[config.mk]
export PLATFORM = sky130hd
export DESIGN_NAME = idt_decoder
export DESIGN_NICKNAME = d
export VERILOG_FILES = /design/src/idt_pkg.sv /design/src/idt_op_table.sv /design/src/idt_decoder.sv
export VERILOG_INCLUDE_DIRS = /design/src /design/src/src
export SDC_FILE = /design/constraint.sdc
export NUM_CORES = 1
export LEC_CHECK = 0
export ABC_AREA = 1
export BUFFER_PORTS_ARGS = -buffer_cell sky130_fd_sc_hd__clkbuf_2
export CAP_MARGIN = 20
export CORE_UTILIZATION = 33
export CTS_BUF_LIST = sky130_fd_sc_hd__clkbuf_8 sky130_fd_sc_hd__clkbuf_16
export DETAILED_ROUTE_END_ITERATION = 8
export GPL_ROUTABILITY_DRIVEN = 1
export GPL_TIMING_DRIVEN = 1
export PLACE_DENSITY_LB_ADDON = 0.25
export SLEW_MARGIN = 25
export SYNTH_ARGS = -nofsm -noshare
export SYNTH_HDL_FRONTEND = slang
export SYNTH_SLANG_ARGS = --single-unit
[constraint.sdc]
create_clock -name clk -period 4.2 [get_ports clk]
set_clock_uncertainty 0.05 [all_clocks]
set_input_delay 0.42 -clock clk [delete_from_list [all_inputs] [get_ports clk]]
set_output_delay 0.42 -clock clk [all_outputs]
set_load 0.005 [all_outputs]
[src/idt_consts.svh]
// Opcode encodings, lengths and cycle counts for the instruction decoder
`ifndef IDT_CONSTS_SVH
`define IDT_CONSTS_SVH
`define IDT_CYC_W         6
`define IDT_LEN1          2'd1
`define IDT_LEN2          2'd2
`define IDT_LEN3          2'd3
`define IDT_CYC2          6'd2
`define IDT_CYC4          6'd4
`define IDT_CYC8          6'd8
`define IDT_CYC16         6'd16
`define IDT_CYC32         6'd32
`define IDT_ROW_INC       4'h0
`define IDT_ROW_DEC       4'h1
`define IDT_ROW_ADD       4'h2
`define IDT_ROW_ADDC      4'h3
`define IDT_ROW_ORL       4'h4
`define IDT_ROW_ANL       4'h5
`define IDT_ROW_XRL       4'h6
`define IDT_ROW_MOVI      4'h7
`define IDT_ROW_MOVD      4'h8
`define IDT_ROW_SUBB      4'h9
`define IDT_ROW_MOVR      4'ha
`define IDT_ROW_XCH       4'hc
`define IDT_ROW_MOVA      4'he
`define IDT_ROW_MOVF      4'hf
`define IDT_LO_IMM        4'h4
`define IDT_LO_DIR        4'h5
`define IDT_IND_PFX       3'h3
`define IDT_OPC_RR        8'h03
`define IDT_OPC_INC_A     8'h04
`define IDT_OPC_RRC       8'h13
`define IDT_OPC_DEC_A     8'h14
`define IDT_OPC_RL        8'h23
`define IDT_OPC_RLC       8'h33
`define IDT_OPC_ORL_DA    8'h42
`define IDT_OPC_ORL_DI    8'h43
`define IDT_OPC_ANL_DA    8'h52
`define IDT_OPC_ANL_DI    8'h53
`define IDT_OPC_XRL_DA    8'h62
`define IDT_OPC_XRL_DI    8'h63
`define IDT_OPC_MOV_DI    8'h75
`define IDT_OPC_MOVC_PC   8'h83
`define IDT_OPC_DIV       8'h84
`define IDT_OPC_MOV_DD    8'h85
`define IDT_OPC_MOV_DP    8'h90
`define IDT_OPC_MOVC_DP   8'h93
`define IDT_OPC_INC_DP    8'ha3
`define IDT_OPC_MUL       8'ha4
`define IDT_OPC_RSVD      8'ha5
`define IDT_OPC_PUSH      8'hc0
`define IDT_OPC_SWAP      8'hc4
`define IDT_OPC_POP       8'hd0
`define IDT_OPC_DA        8'hd4
`define IDT_OPC_MOVX_RD16 8'he0
`define IDT_OPC_CLR       8'he4
`define IDT_OPC_MOVX_WR16 8'hf0
`define IDT_OPC_CPL       8'hf4
`define IDT_PFX_XCHD      7'h6b
`define IDT_PFX_MOVX_RD8  7'h71
`define IDT_PFX_MOVX_WR8  7'h79
`endif

[src/idt_pkg.sv]
// Types shared by the instruction decoder modules
package idt_pkg;
  typedef enum logic [4:0] {
    OP_OTHER, OP_ADD, OP_ADDC, OP_SUBB, OP_INC, OP_DEC, OP_INC_DP, OP_MUL, OP_DIV, OP_DA,
    OP_ANL, OP_ORL, OP_XRL, OP_CLR, OP_CPL, OP_SWAP, OP_RL, OP_RLC, OP_RR, OP_RRC,
    OP_MOV, OP_MOV_DP, OP_MOVC_DP, OP_MOVC_PC, OP_MOVX_RD8, OP_MOVX_RD16, OP_MOVX_WR8,
    OP_MOVX_WR16, OP_PUSH, OP_POP, OP_XCH, OP_XCHD
  } idt_op_t;
  typedef enum logic [2:0] {
    AM_NONE, AM_ACC, AM_BANK, AM_IND, AM_DIR, AM_IMM, AM_DIR_IMM
  } idt_amode_t;
endpackage : idt_pkg

[src/idt_op_table.sv]
// Opcode lookup: operation, operand mode, length and cycle count
`timescale 1ns/10ps
`default_nettype none
`include "idt_consts.svh"
module idt_op_table import idt_pkg::*; (
  // Opcode and width mode
  input  wire logic [7:0]            opcode,
  input  wire logic                  muldiv16,
  input  wire logic                  div32,
  // Decoded fields
  output idt_op_t                    op,
  output idt_amode_t                 amode,
  output logic [1:0]                 len,
  output logic [`IDT_CYC_W-1:0]      cyc
);
  logic [3:0] hi;
  logic [3:0] lo;
  assign hi = opcode[7:4];
  assign lo = opcode[3:0];

  always_comb begin
    op    = OP_OTHER;
    amode = AM_NONE;
    len   = `IDT_LEN1;
    cyc   = `IDT_CYC2;
    // ------------------------------------------------------------
    // Register-row groups
    // ------------------------------------------------------------
    if (lo >= `IDT_LO_IMM) begin
      case (hi)
        `IDT_ROW_INC:  op = OP_INC;
        `IDT_ROW_DEC:  op = OP_DEC;
        `IDT_ROW_ADD:  op = OP_ADD;
        `IDT_ROW_ADDC: op = OP_ADDC;
        `IDT_ROW_SUBB: op = OP_SUBB;
        `IDT_ROW_ANL:  op = OP_ANL;
        `IDT_ROW_ORL:  op = OP_ORL;
        `IDT_ROW_XRL:  op = OP_XRL;
        `IDT_ROW_XCH:  op = OP_XCH;
        `IDT_ROW_MOVI, `IDT_ROW_MOVD, `IDT_ROW_MOVR, `IDT_ROW_MOVA, `IDT_ROW_MOVF: op = OP_MOV;
        default:       op = OP_OTHER;
      endcase
      if (op != OP_OTHER) begin
        if (lo[3]) begin
          amode = AM_BANK;
        end else if (lo[3:1] == `IDT_IND_PFX) begin
          amode = AM_IND;
        end else if (lo == `IDT_LO_DIR) begin
          amode = AM_DIR;
          len   = `IDT_LEN2;
        end else begin
          amode = AM_IMM;
          len   = `IDT_LEN2;
        end
        if (hi == `IDT_ROW_MOVD || hi == `IDT_ROW_MOVR) begin
          len = (lo == `IDT_LO_DIR) ? `IDT_LEN3 : `IDT_LEN2;
          cyc = `IDT_CYC4;
        end
        if (hi == `IDT_ROW_MOVI && amode != AM_IMM) begin
          len = `IDT_LEN2;
        end
      end
    end
    // ------------------------------------------------------------
    // Single opcodes
    // ------------------------------------------------------------
    case (opcode)
      `IDT_OPC_RR:      op = OP_RR;
      `IDT_OPC_RRC:     op = OP_RRC;
      `IDT_OPC_RL:      op = OP_RL;
      `IDT_OPC_RLC:     op = OP_RLC;
      `IDT_OPC_INC_A, `IDT_OPC_DEC_A, `IDT_OPC_SWAP, `IDT_OPC_CLR, `IDT_OPC_CPL, `IDT_OPC_DA: begin
        amode = AM_ACC;
        len   = `IDT_LEN1;
        if (opcode == `IDT_OPC_SWAP) op = OP_SWAP;
        if (opcode == `IDT_OPC_CLR) op = OP_CLR;
        if (opcode == `IDT_OPC_CPL) op = OP_CPL;
        if (opcode == `IDT_OPC_DA) op = OP_DA;
      end
      `IDT_OPC_ORL_DA, `IDT_OPC_ANL_DA, `IDT_OPC_XRL_DA: begin
        amode = AM_DIR;
        len   = `IDT_LEN2;
        op    = (hi == `IDT_ROW_ORL) ? OP_ORL : (hi == `IDT_ROW_ANL) ? OP_ANL : OP_XRL;
      end
      `IDT_OPC_ORL_DI, `IDT_OPC_ANL_DI, `IDT_OPC_XRL_DI, `IDT_OPC_MOV_DI: begin
        amode = AM_DIR_IMM;
        len   = `IDT_LEN3;
        cyc   = `IDT_CYC4;
        op    = (hi == `IDT_ROW_ORL) ? OP_ORL : (hi == `IDT_ROW_ANL) ? OP_ANL :
                (hi == `IDT_ROW_XRL) ? OP_XRL : OP_MOV;
      end
      `IDT_OPC_MOVC_PC: begin op = OP_MOVC_PC; cyc = `IDT_CYC8; end
      `IDT_OPC_MOVC_DP: begin op = OP_MOVC_DP; cyc = `IDT_CYC8; end
      `IDT_OPC_DIV: begin
        op    = OP_DIV;
        amode = AM_NONE;
        len   = `IDT_LEN1;
        cyc   = !muldiv16 ? `IDT_CYC8 : (div32 ? `IDT_CYC32 : `IDT_CYC16);
      end
      `IDT_OPC_MUL: begin
        op    = OP_MUL;
        amode = AM_NONE;
        len   = `IDT_LEN1;
        cyc   = muldiv16 ? `IDT_CYC16 : `IDT_CYC8;
      end
      `IDT_OPC_RSVD: begin
        op    = OP_OTHER;
        amode = AM_NONE;
        len   = `IDT_LEN1;
        cyc   = `IDT_CYC2;
      end
      `IDT_OPC_MOV_DP: begin op = OP_MOV_DP; amode = AM_IMM; len = `IDT_LEN3; cyc = `IDT_CYC4; end
      `IDT_OPC_INC_DP: begin op = OP_INC_DP; cyc = `IDT_CYC4; end
      `IDT_OPC_PUSH, `IDT_OPC_POP: begin
        op    = (opcode == `IDT_OPC_PUSH) ? OP_PUSH : OP_POP;
        amode = AM_DIR;
        len   = `IDT_LEN2;
        cyc   = `IDT_CYC4;
      end
      `IDT_OPC_MOVX_RD16: begin op = OP_MOVX_RD16; cyc = `IDT_CYC8; end
      `IDT_OPC_MOVX_WR16: begin op = OP_MOVX_WR16; cyc = `IDT_CYC8; end
      default: begin
        if (opcode[7:1] == `IDT_PFX_XCHD) begin
          op    = OP_XCHD;
          amode = AM_IND;
        end else if (opcode[7:1] == `IDT_PFX_MOVX_RD8 || opcode[7:1] == `IDT_PFX_MOVX_WR8) begin
          op    = (opcode[4]) ? OP_MOVX_WR8 : OP_MOVX_RD8;
          amode = AM_IND;
          cyc   = `IDT_CYC8;
        end
      end
    endcase
  end
endmodule : idt_op_table
`default_nettype wire

[src/idt_decoder.sv]
// Instruction fetch sequencing, decode capture and execution timing
`timescale 1ns/10ps
`default_nettype none
`include "idt_consts.svh"
module idt_decoder import idt_pkg::*; (
  // Clock and reset
  input  wire logic                  clk,
  input  wire logic                  rst_n,
  // Code byte stream
  input  wire logic [7:0]            code_byte,
  input  wire logic                  code_valid,
  output logic                       code_ready,
  // Multiply and divide width mode
  input  wire logic                  muldiv16,
  input  wire logic                  div32,
  // Decoded instruction
  output logic                       instr_done,
  output logic                       decode_busy,
  output logic [7:0]                 instr_opcode_ff,
  output logic [7:0]                 instr_operand1_ff,
  output logic [7:0]                 instr_operand2_ff,
  output logic [1:0]                 instr_len_ff,
  output logic [`IDT_CYC_W-1:0]      instr_cycles_ff,
  output idt_op_t                    instr_op_ff,
  output idt_amode_t                 instr_amode_ff,
  output logic [2:0]                 bank_register_ff,
  output logic                       indirect_pointer_register_ff
);
  typedef enum logic [1:0] {S_OPC, S_OPND, S_WAIT} idt_state_t;

  idt_state_t                state_ff;
  idt_state_t                nxt_state;
  logic [1:0]                need_ff;
  logic [`IDT_CYC_W-1:0]     cnt_ff;
  logic                      opc_take;
  logic                      opnd_take;
  idt_op_t                   tbl_op;
  idt_amode_t                tbl_amode;
  logic [1:0]                tbl_len;
  logic [`IDT_CYC_W-1:0]     tbl_cyc;

  // ------------------------------------------------------------
  // Opcode lookup
  // ------------------------------------------------------------
  idt_op_table u_table (
    .opcode   (code_byte),
    .muldiv16 (muldiv16),
    .div32    (div32),
    .op       (tbl_op),
    .amode    (tbl_amode),
    .len      (tbl_len),
    .cyc      (tbl_cyc)
  );

  // ------------------------------------------------------------
  // Handshake and completion
  // ------------------------------------------------------------
  assign code_ready  = (state_ff == S_OPC) || (state_ff == S_OPND);
  assign opc_take    = code_valid && (state_ff == S_OPC);
  assign opnd_take   = code_valid && (state_ff == S_OPND);
  assign decode_busy = (state_ff != S_OPC);
  assign instr_done  = (cnt_ff == '0) &&
                       ((state_ff == S_WAIT) || (opnd_take && need_ff == 2'd1));

  // ------------------------------------------------------------
  // Sequencer
  // ------------------------------------------------------------
  always_comb begin
    nxt_state = state_ff;
    case (state_ff)
      S_OPC:   if (opc_take) nxt_state = (tbl_len == `IDT_LEN1) ? S_WAIT : S_OPND;
      S_OPND:  if (opnd_take && need_ff == 2'd1) nxt_state = instr_done ? S_OPC : S_WAIT;
      S_WAIT:  if (instr_done) nxt_state = S_OPC;
      default: nxt_state = S_OPC;
    endcase
  end

  always_ff @(posedge clk) begin
    if (!rst_n) state_ff <= S_OPC;
    else        state_ff <= nxt_state;
  end

  // Operand bytes still owed
  always_ff @(posedge clk) begin
    if (!rst_n)         need_ff <= 2'd0;
    else if (opc_take)  need_ff <= tbl_len - 2'd1;
    else if (opnd_take) need_ff <= need_ff - 2'd1;
  end

  // Execution cycle counter, counts down from the opcode fetch whether or not operands have arrived, then stops at zero
  always_ff @(posedge clk) begin
    if (!rst_n)              cnt_ff <= '0;
    else if (opc_take)       cnt_ff <= tbl_cyc - `IDT_CYC2;
    else if (cnt_ff != '0)   cnt_ff <= cnt_ff - 1'b1;
  end

  // ------------------------------------------------------------
  // Decode capture
  // ------------------------------------------------------------
  always_ff @(posedge clk) begin
    if (!rst_n) begin
      instr_opcode_ff              <= 8'h00;
      instr_len_ff                 <= `IDT_LEN1;
      instr_cycles_ff              <= `IDT_CYC2;
      instr_op_ff                  <= OP_OTHER;
      instr_amode_ff               <= AM_NONE;
      bank_register_ff             <= 3'h0;
      indirect_pointer_register_ff <= 1'b0;
    end else if (opc_take) begin
      instr_opcode_ff              <= code_byte;
      instr_len_ff                 <= tbl_len;
      instr_cycles_ff              <= tbl_cyc;
      instr_op_ff                  <= tbl_op;
      instr_amode_ff               <= tbl_amode;
      bank_register_ff             <= code_byte[2:0];
      indirect_pointer_register_ff <= code_byte[0];
    end
  end

  always_ff @(posedge clk) begin
    if (!rst_n || opc_take) begin
      instr_operand1_ff <= 8'h00;
      instr_operand2_ff <= 8'h00;
    end else if (opnd_take) begin
      if (instr_len_ff - need_ff == 2'd1) instr_operand1_ff <= code_byte;
      else                                instr_operand2_ff <= code_byte;
    end
  end
endmodule : idt_decoder
`default_nettype wire

==> impl_metrics.yaml <==
worst_setup_path:
  path_class: "primary input to flop"
  timing.critical_path.arrival_ns: 2.76
  timing.critical_path.cells: "clkbuf_2 > inv_1 > ha_1 > nor2_1 > nand2_1 > nand2_1 > nor2_1 > nor2_4 > nand2_2 > nor2_4 > nand3b_1 > nand2_1 > inv_1 > ha_1 > o21ai_0 > and2_1"
  r2r_end: "instr_opcode_ff[5]"
  timing.critical_path.required_ns: 4.40
  crit_path_start_kind: "primary input"
  worstPathMaxFanout: 7
  timing.critical_path.to_type: "flop"
  reg2reg_from: "state_ff[1]"
  setup.worst_path.end: "cnt_ff[2]"
  worst_setup_startpoint: "code_byte[4]"
  crit_path_frequent_cell: "sky130_fd_sc_hd__nand2_1"
  max_stage_delay_ns: 0.30
  timing.reg2reg.setup_slack_ns: 1.71
  cpMaxStageDelayCell: "sky130_fd_sc_hd__ha_1"
  ff2ff_path_depth: 7
die:
  floorplan.initialDensity_pct: 34.1
  rows: 35
  die-area_mm2: 0.00995
  boundaryPins: 60
  core_area_mm2: 0.00924
  die_h_um: 99.7
  floorplan.die.width_um: 99.7
yosys:
  dominantRegCellSynth: "sky130_fd_sc_hd__dfxtp_1"
  post_synth_edffs: 0
  sequential_to_total_area_share_from_yosys_stat_pct: 31.1
  yosys_register_bits: 49
  ys_types: 36
  synth_cells: 484
  cell_area_after_synthesis_mm2: 0.00315
  ys_async_sr_fraction_pct: 0
  ys_warns: 0
  synthesis.area_per_instance_um2: 6.51
  mappedNetlistNets: 510
detailed_routing:
  detail_route.drc_violations: 0
  drt_first_pass_iters: 4
  postRouteAntennaNets: 0
  route.vias.total: 3227
  drt_first_iter_violations: 161
  wl_um: 9130
  detail_route.wl_per_cell_um: 13.7
  vias_per_cell: 4.85
timing:
  final_hold_viol_count: 0
  clock.fmax_mhz: 391
  max-slew-margin-rel_pct: 39.1
  final-setup-viol-count: 0
  max_slew_violation_count: 0
  grt_setup_unrepaired: "false"
  hold_ws_ns: 0.324
  timing.final.ws_setup_ns: 1.65
  final.period_utilization_pct: 60.8
  final.min_clock_period_ns: 2.55
  worst-slew-pin-transition_ns: 0.910
  setup_tns_ns: 0
hold_path:
  holdCritPathClass: "primary input to flop"
run_status:
  outcome: "completed"
clocking:
  cts_tree: "yes"
  cts.repair.resized: 0
  clock_path_buffers: 2
  cts_made_buffers: 5
  cts_sinks: 49
  clockRootBuffer: "sky130_fd_sc_hd__clkbuf_8"
  ctsHoldBuffers: 0
  cts-htree-levels: 2
  insertion_delay_ns: 0.31
  post-cts-setup-buffers: 0
  clk_pin_slew_ns: 0.09
power_and_ir_drop:
  p_switching_mw: 0.496
  seqPwrFrac_pct: 43.1
  swShare_pct: 37.9
  clock_power_share_pct: 22.1
  combinationalPowerShare_pct: 34.8
  worst_ir_drop_on_vdd_mv: 0.143
  power_density_mw_per_mm2: 362
  total_power_mw: 1.31
  p_int_mw: 0.814
  p_leak_nw: 1.82
place:
  post-place-cells: 657
  hpwl_um: 7300
  placement.setup.worst_slack_ns: 1.32
  port_buffers: 58
  globalplace.congestion: 0.935
finish:
  leading_cell_type_in_the_layout_fill_and_taps_excluded: "sky130_fd_sc_hd__nand2_1"
  flow.area_growth_from_synthesis_pct: 15.0
  nNetsFinal: 561
  antenna_cells: 0
  layout.cells.most_common_list: "sky130_fd_sc_hd__nand2_1, sky130_fd_sc_hd__inv_1, sky130_fd_sc_hd__clkbuf_2"
  layout.area.seq_um2: 981
  post_route_cells_drive_above_1_share_pct: 19.8
  multi_input_area_mm2: 0.00183
  post_layout_nonfiller_instances: 665
  fillCellCount: 1027
global_route:
  remaining_global_route_overflow: 0
  grt_first_pass_wirelength_um: 15200
  gr-usage-all-layers_pct: 19.1
  antenna_found_initial: 0
  grt_pass1_vias: 3181
  grt_start_max_net_pins: 31
run:
  maxCapViolations: 0
-- cell type report --
cell class | instances | area share [%]
multi-input combinational | 353 | 50.6
sequential | 49 | 27.1
clock buffer | 5 | 1.90
timing repair buffer | 60 | 8.43
clock inverter | 3 | 0.691
tap | 129 | 4.45
inverter | 66 | 6.84
-- stage by stage --
step | area [um2] | utilization (%)
floorplan | 3150 | -
global placement | 3520 | 38.1
detailed placement | 3520 | 38.1
CTS | 3620 | 39.1
global route | 3620 | 39.2
finish | 3620 | 39.2
-- per-layer routing --
metal	share of wire, %	GRT usage [%]	up-vias	routed length, um
met3	5.2	3.58	13	475
met4	1.3	5.66	0	117
met2	45	32.1	93	4140
met5	0	0	-	0
met1	48	24.7	1459	4390
li1	-	-	1662	-
-- worst min-delay path by stage --
stage / depth (start not counted) / to / slack, ns / from
floorplan: 2 / cnt_ff[1] / 0.39 / cnt_ff[1]
global placement: 2 / instr_amode_ff[1] / 0.39 / instr_amode_ff[1]
detailed placement: 2 / instr_amode_ff[1] / 0.40 / instr_amode_ff[1]
CTS: 3 / instr_amode_ff[1] / 0.32 / rst_n
global route: 3 / instr_cycles_ff[5] / 0.33 / rst_n
finish: 3 / instr_amode_ff[1] / 0.32 / rst_n
-- worst max-delay path: cells and delay by family --
family          cells  cell delay [ns]
compound gates      1             0.15
buf+inv             3             0.33
fa+ha+maj           2             0.58
simple gates       10             1.25
-- power by group through the flow --
| stage | registers (mW) | logic, mW | clock network (mW) |
|---|---|---|---|
| after floorplan | 0.571 | 0.322 | 0 |
| after global placement | 0.574 | 0.446 | 0 |
| after detailed placement | 0.575 | 0.450 | 0 |
| after CTS | 0.564 | 0.453 | 0.299 |
| after global routing | 0.571 | 0.524 | 0.321 |
| final | 0.564 | 0.456 | 0.290 |
-- state kept, by name (all words and copies together), names as in the netlist --
name	count
instr_operand1_ff	8
instr_len_ff	2
instr_cycles_ff	5
instr_op_ff	5
cnt_ff	6
need_ff	2
state_ff	2
instr_amode_ff	3
instr_operand2_ff	8
instr_opcode_ff	8
-- synth_stat cells, types with 2 or more instances --
cell type	count	share of area, %
sky130_fd_sc_hd__dfxtp_1	49	31
sky130_fd_sc_hd__nor3_1	11	1.7
sky130_fd_sc_hd__or2_2	2	0.40
sky130_fd_sc_hd__o21ai_1	10	1.6
sky130_fd_sc_hd__clkbuf_1	5	0.60
sky130_fd_sc_hd__nand3_1	30	4.8
sky130_fd_sc_hd__nand4_1	5	0.99
sky130_fd_sc_hd__nor2_1	57	6.8
sky130_fd_sc_hd__nand2_4	2	0.71
sky130_fd_sc_hd__a21oi_1	31	4.9
sky130_fd_sc_hd__nor2_4	7	2.5
sky130_fd_sc_hd__nor2_2	7	1.4
sky130_fd_sc_hd__o31ai_1	3	0.71
sky130_fd_sc_hd__inv_2	5	0.60
sky130_fd_sc_hd__o21a_1	3	0.71
sky130_fd_sc_hd__nand3_2	3	0.95
sky130_fd_sc_hd__ha_1	13	5.2
sky130_fd_sc_hd__nand2_2	9	1.8
sky130_fd_sc_hd__inv_1	60	7.1
sky130_fd_sc_hd__xnor2_1	4	1.1
sky130_fd_sc_hd__a31oi_1	2	0.40
sky130_fd_sc_hd__nand2_1	93	11
sky130_fd_sc_hd__o21ai_0	53	8.4
sky130_fd_sc_hd__buf_4	8	1.9
-- kinds of logic (layout without fill, tap and decap cells) --
group | Yosys count | after routing | share of synthesized area (%)
flops | 49 | 49 | 31.1
xor+xnor | 4 | 4 | 1.11
compound gates | 107 | 107 | 17.9
buf+inv | 82 | 134 | 11.0
simple gates | 228 | 228 | 33.5
fa+ha+maj | 13 | 13 | 5.16
other cells | 1 | 1 | 0.119
Power figures use the tool's default switching activity.
